## src/inc/ogm_pkg.sv

```systemverilog
// package for the output path 2/3 gain and silence register bank
// assumes a plain register port with word addresses as printed
package ogm_pkg;

  localparam int unsigned ADDR_W = 12;
  localparam int unsigned DATA_W = 16;

  // register offsets
  localparam logic [11:0] OFS_OUT2_LEFT  = 12'h419;
  localparam logic [11:0] OFS_OUT2_RIGHT = 12'h41d;
  localparam logic [11:0] OFS_OUT3_LEFT  = 12'h421;
  localparam logic [11:0] OFS_OUT3_RIGHT = 12'h425;

  // field positions
  localparam int unsigned GAIN_LSB    = 0;
  localparam int unsigned GAIN_MSB    = 7;
  localparam int unsigned SILENCE_BIT = 8;
  localparam int unsigned COMMIT_BIT  = 9;

  // reset values
  localparam logic [7:0] GAIN_RESET    = 8'h80;
  localparam logic       SILENCE_RESET = 1'b1;

  // gain code landmarks
  localparam logic [7:0] GAIN_MIN_CODE   = 8'h00;
  localparam logic [7:0] GAIN_UNITY_CODE = 8'h80;
  localparam logic [7:0] GAIN_MAX_CODE   = 8'hbf;

  localparam int unsigned NUM_CH = 4;

  typedef struct packed {
    logic       silence;
    logic [7:0] gain_code;
  } ogm_chan_t;

  typedef struct packed {
    logic [11:0] addr;
    logic [15:0] wdata;
    logic        wr;
    logic        rd;
  } ogm_bus_req_t;

endpackage : ogm_pkg

```

## src/verilog/ogm_regs.sv

```systemverilog
// register bank: gain code and silence bit for output paths 2 and 3
// assumes synchronous inputs on clk; read data one cycle after rd
// Notes on behaviour
// - each channel has a silence bit at bit 8, 1 silences, reset to 1.
// - each channel holds an 8-bit gain code in bits 7 to 0.
// - code 0x00 is -64 dB, 0x80 is 0 dB, 0xbf is +31.5 dB, 0.5 dB per step.
// - each gain code resets to 0x80.
// - writing 1 to bit 9 of any channel applies all staged settings at once.
// - the commit bit is write-only and reads as zero.
//
// Our own choice: strobed register access.
`timescale 1ns/10ps
module ogm_regs
  import ogm_pkg::*;
(
  input  wire logic                 clk,
  input  wire logic                 rst,
  input  wire logic                 clk_en,
  input  wire ogm_pkg::ogm_bus_req_t bus_req,
  output logic [15:0]               rdata,
  output ogm_pkg::ogm_chan_t        path2_left,
  output ogm_pkg::ogm_chan_t        path2_right,
  output ogm_pkg::ogm_chan_t        path3_left,
  output ogm_pkg::ogm_chan_t        path3_right
);
  import ogm_pkg::*;

  ogm_chan_t  staged_q  [NUM_CH];
  ogm_chan_t  applied_q [NUM_CH];
  logic [3:0] hit;
  logic       any_hit;
  logic       commit;
  logic [1:0] sel;
  ogm_chan_t  wr_val;
  ogm_chan_t  rd_val;

  always_comb begin
    hit[0] = (bus_req.addr == OFS_OUT2_LEFT);
    hit[1] = (bus_req.addr == OFS_OUT2_RIGHT);
    hit[2] = (bus_req.addr == OFS_OUT3_LEFT);
    hit[3] = (bus_req.addr == OFS_OUT3_RIGHT);
  end

  assign any_hit = |hit;

  always_comb begin
    case (1'b1)
      hit[1]:  sel = 2'h1;
      hit[2]:  sel = 2'h2;
      hit[3]:  sel = 2'h3;
      default: sel = 2'h0;
    endcase
  end

  // gain codes are stored as written; reserved codes are software's to avoid
  always_comb begin
    wr_val.silence   = bus_req.wdata[SILENCE_BIT];
    wr_val.gain_code = bus_req.wdata[GAIN_MSB:GAIN_LSB];
  end

  // commit from any channel address, carried by the same write
  assign commit = bus_req.wr && any_hit && bus_req.wdata[COMMIT_BIT];

  always_ff @(posedge clk) begin
    if (rst) begin
      for (int i = 0; i < NUM_CH; i++) begin
        staged_q[i].silence   <= SILENCE_RESET;
        staged_q[i].gain_code <= GAIN_RESET;
      end
    end else if (clk_en && bus_req.wr) begin
      for (int i = 0; i < NUM_CH; i++) begin
        if (hit[i]) begin
          staged_q[i] <= wr_val;
        end
      end
    end
  end

  // applied set takes the staged values including the committing write
  always_ff @(posedge clk) begin
    if (rst) begin
      for (int i = 0; i < NUM_CH; i++) begin
        applied_q[i].silence   <= SILENCE_RESET;
        applied_q[i].gain_code <= GAIN_RESET;
      end
    end else if (clk_en && commit) begin
      for (int i = 0; i < NUM_CH; i++) begin
        applied_q[i] <= hit[i] ? wr_val : staged_q[i];
      end
    end
  end

  always_comb begin
    rd_val = staged_q[sel];
  end

  // commit bit is never stored so bit 9 and above always read zero
  always_ff @(posedge clk) begin
    if (rst) begin
      rdata <= 16'h0000;
    end else if (clk_en) begin
      if (bus_req.rd && any_hit) begin
        rdata <= {7'h00, rd_val};
      end else begin
        rdata <= 16'h0000;
      end
    end
  end

  assign path2_left  = applied_q[0];
  assign path2_right = applied_q[1];
  assign path3_left  = applied_q[2];
  assign path3_right = applied_q[3];
endmodule : ogm_regs

```

## config.mk

```make
export PLATFORM = sky130hd
export DESIGN_NAME = ogm_regs
export DESIGN_NICKNAME = d
export VERILOG_FILES = /design/src/inc/ogm_pkg.sv /design/src/verilog/ogm_regs.sv
export SDC_FILE = /design/constraint.sdc
export NUM_CORES = 1
export LEC_CHECK = 0
export ABC_AREA = 1
export ABC_CLOCK_PERIOD_IN_PS = 2600
export BUFFER_PORTS_ARGS = -buffer_cell sky130_fd_sc_hd__buf_2
export CAP_MARGIN = 20
export CORE_MARGIN = 2
export CORE_UTILIZATION = 55
export DETAILED_ROUTE_END_ITERATION = 16
export PLACE_DENSITY = 0.8
export SETUP_SLACK_MARGIN = 0.05
export SYNTH_ARGS = -nofsm -noshare
export SYNTH_HDL_FRONTEND = slang
export SYNTH_SLANG_ARGS = --single-unit
```

## constraint.sdc

```tcl
create_clock -name clk -period 2.6 [get_ports clk]
set_input_delay 0.26 -clock clk [delete_from_list [all_inputs] [get_ports clk]]
set_output_delay 0.26 -clock clk [all_outputs]
set_load 0.005 [all_outputs]
```

; ---- After elaboration in Yosys (flattened, before gate mapping)
; Memories as Yosys holds them, arrays and structs flattened.
; Cells that the tools add are included.
[classes]
muxes = 37
reduce_logical = 6
bitwise_logic = 8
n_eq_ne = 4
[op_table]
columns = cell, count
row1 = 9-bit two-way mux, 13
row2 = "12-bit by 11-bit == test with 1-bit output, second input constant", 4
row3 = 1-bit two-way mux, 21
row4 = 1-bit OR, 8
row5 = 2-bit two-way mux, 3
row6 = 1-bit logical AND, 5
row7 = 4-bit OR reduction, 1
[totals]
reg_bits = 16
elab_cells = 58
output_inout_bits = 52
n_memories = 2
inputBits = 33
ramBits = 72
[memory_table]
columns = name, depth, width, rd, rd_clocked_by_memory_dff, wr, line
row1 = applied_q, 4, 9, 4, 0, 4, ogm_regs.sv:29  ; ogm_chan_t applied_q [NUM_CH];
row2 = staged_q, 4, 9, 5, 0, 4, ogm_regs.sv:28  ; ogm_chan_t staged_q [NUM_CH];

; ---- Longest topological paths before layout
[logic_depth]
word_depth = 9
mapped_depth = 12
mapped_depth_nobuf = 11

; ---- Worst setup path before layout
; No wires, ideal clock.
[synth_path]
path_kind = input-to-reg
startpoint = input port bus_req[27] (netlist bit)
endpoint = memory staged_q[0][0] (netlist bit) (enable)
setup_time_ns = 0.387
path_buffers = 1
setup_slack_ns = 0.568
t_arrival_ns = 1.644
stages = 6
required_ns = 2.213
cell_sequence = nor2_1 nand3_2 nor2_8 nand2_2 buf_4 o21ai_0
[synth_lines]
columns = element, line
row1 = "start, declared", ogm_regs.sv:19  ; input wire ogm_pkg::ogm_bus_req_t bus_req,
row2 = "end, declared", ogm_regs.sv:28

==> out/metrics.cfg <==
[finish]
nets=620
diodes=0
drive_gt1_frac=0.193
area_delta_synth_final_pct=13.5

[setup_path]
critical_path.cell_chain=buf_2 > inv_2 > nand2_2 > nor2_4 > inv_2 > nor2_8 > nand2_2 > nand3_4 > nand2_4 > nand2_1 > buf_4
slowest_stage=buf_4
cp_top_family=simple AND/OR/NAND/NOR gates
critPathBufInv=4
critical_path_peak_fanout=19
critPathCaptureType=flip-flop
arrival_ns=1.78
critical-path-max-stage-delay_ns=0.25
critPathKind=in -> reg
required_ns=2.64
startpoint_type=input pin

[global_route]
antenna_found_initial=0
grt_max_degree=27
overflow=0
track_usage=0.246
grt_pass1_wl_mm=15.9
grt_pass1_vias=3345

[detailed_routing]
vias=3632
drc=0
firstDrtPassIters=5
antenna_left=0
vias_per_cell=5.26
drt_iter0_drc=285
drt-total-wl_mm=9.53
wl_per_cell_um=13.8

[clock_network]
cts_made_buffers=9
post_cts_resized=0
clk_pin_slew_ns=0.07
ctsLongestPathBuffers=2
cts_root_buffer=clkbuf_8
cts_num_sinks=81
htreeDepth=3
clk_latency_ns=0.35
cts_hold_buf=0
cts_tree=done
post_cts_buffers=0

[floorplanning]
ios=85
die_w_um=89.9
dieArea_mm2=0.00807
die_h_um=89.9
start_util=0.565
placementRows=31
core_mm2=0.00718

[yosys]
synth.avg_cell_area_um2=7.84
synth_top_family_by_area=simple AND/OR/NAND/NOR gates
netlist_instances=517
synth_warnings=0
synth_mux_area_frac=0
synthSimpleGateAreaFrac=0.268
synth_xor_xnor_area_share=0
ys_seq_area_frac=0.494
synthesis.area_mm2=0.00405
synth-compound-area-share=0.122
yosysUniqueCellTypes=33
synth-seq-cells=81
synth_fa_ha_area_frac=0

[sta]
period_share=0.670
setup_viol=0
maxSlewViolCount=0
hold_viol=0
skew_ns=0.00725
tightest_slew_ns=0.656
max_slew_margin=0.561
max_freq_mhz=574
setup_tns_ns=0
final.min_clock_period_ns=1.74
rsz0062_at_grt=no
timing.final.ws_setup_ns=0.857

[outcome]
status=finished, final reports clean

[power]
powerDensity_mw_per_mm2=493
p_leak_nw=2.14
ir_drop_uv=335

[place]
place_congestion=0.895
dp_hpwl_mm=7.14
numPortBuffers=71
pre_cts_ws_ns=0.504

[run]
max_cap_violations=0

[worst_hold_path]
hold_path_class=in -> reg

[metal layers]
layer	GRT usage	routed length [µm]
met5	0	0
met2	0.400	4490
met3	0.0386	680
met4	0.110	247
met1	0.326	4110
[logic make-up (layout without fill, tap and decap cells)]
| group | count (synthesis) | count (layout) |
|---|---|---|
| AOI/OAI and AO/OA | 92 | 92 |
| buffers and inverters | 109 | 178 |
| other | 1 | 7 |
| DFF | 81 | 81 |
| and+or+nand+nor | 234 | 234 |
[cell usage after synthesis]
cell type	instances	share of area
nand2_1	138	0.13
inv_1	75	0.069
dfxtp_1	43	0.21
nand3_1	41	0.051
edfxtp_1	38	0.28
o21ai_0	32	0.040
a21oi_1	31	0.038
nor2_1	26	0.024
o21ai_1	14	0.017
buf_2	9	0.011
buf_4	9	0.017
inv_2	7	0.0065
nand4_1	7	0.011
o211ai_1	7	0.013
o22ai_1	6	0.0093
nand2_2	4	0.0062
nor2_4	4	0.011
clkbuf_1	3	0.0028
nand3_4	3	0.013
nand3b_1	3	0.0056
buf_6	2	0.0056
clkinv_1	2	0.0019
nand3_2	2	0.0049
nor2_2	2	0.0031
a21oi_2	1	0.0022
buf_1	1	0.00093
clkinv_2	1	0.0012
conb_1	1	0.00093
nand2_4	1	0.0028
nor2_8	1	0.0049
nor3_1	1	0.0012
o21ai_2	1	0.0022
or2_1	1	0.0015
[area by class of cell]
class,instances,area [µm²]
clock inverters,1,5.00
flip-flops and latches,81,2000
fillers,623,2570
clock buffers,15,146
multi-input cells,333,1600
inverters,85,320
well taps,99,124
repair buffers,77,400
[state kept, by name, indices dropped and copies added (netlist names)]
name	cells
staged_q	36
applied_q	36
rdata	9
[where the power goes]
group | leakage [nW] | internal (W) | switching [W]
Combinational | 1.34 | 0.0000433 | 0.000100
Clock | 0.0757 | 0.000349 | 0.000415
Sequential | 0.722 | 0.00135 | 0.00000958
Total | 2.14 | 0.00174 | 0.000525
[cells in the final DEF, fill, tap and decap left out, drive strengths merged]
| cell | n |
|---|---|
| o21ai | 47 |
| or2 | 1 |
| clkinv | 4 |
| o22ai | 6 |
| conb | 7 |
| buf | 77 |
| dfxtp | 43 |
| edfxtp | 38 |
| nand3 | 46 |
| clkbuf | 15 |
| a21oi | 32 |
| o211ai | 7 |
| nor3 | 1 |
| nand3b | 3 |
| inv | 82 |
| nand2 | 143 |
| nor2 | 33 |
| nand4 | 7 |
[worst paths after layout]
check	endpoint	cells after the start	slack, ns	startpoint
setup / recovery	applied_q[1][1]	11	0.86	bus_req[24]
hold / removal	staged_q[3][0]	3	0.25	bus_req[2]
setup reg to reg	rdata[7]	6	1.55	staged_q[0][7]
hold reg to reg	rdata[2]	2	0.47	rdata[2]
[stage by stage]
stage | cells | utilization | area [µm²] | hold WS, ns | total power [W]
final | 691 | 0.641 | 4600 | 0.249 | 0.00227
after global routing | 691 | 0.641 | 4600 | 0.265 | 0.00234
after CTS | 691 | 0.641 | 4600 | 0.237 | 0.00228
after detailed placement | 675 | 0.620 | 4450 | 0.456 | 0.00153
after global placement | 675 | 0.620 | 4450 | 0.449 | 0.00153
after floorplan | 523 | - | 4080 | 0.420 | 0.00147
[worst min-delay path: stages]
cell	delay, ns
buf_2	0.14
nand3_1	0.08
a21oi_1	0.06
(Power assumes the default switching activity.)
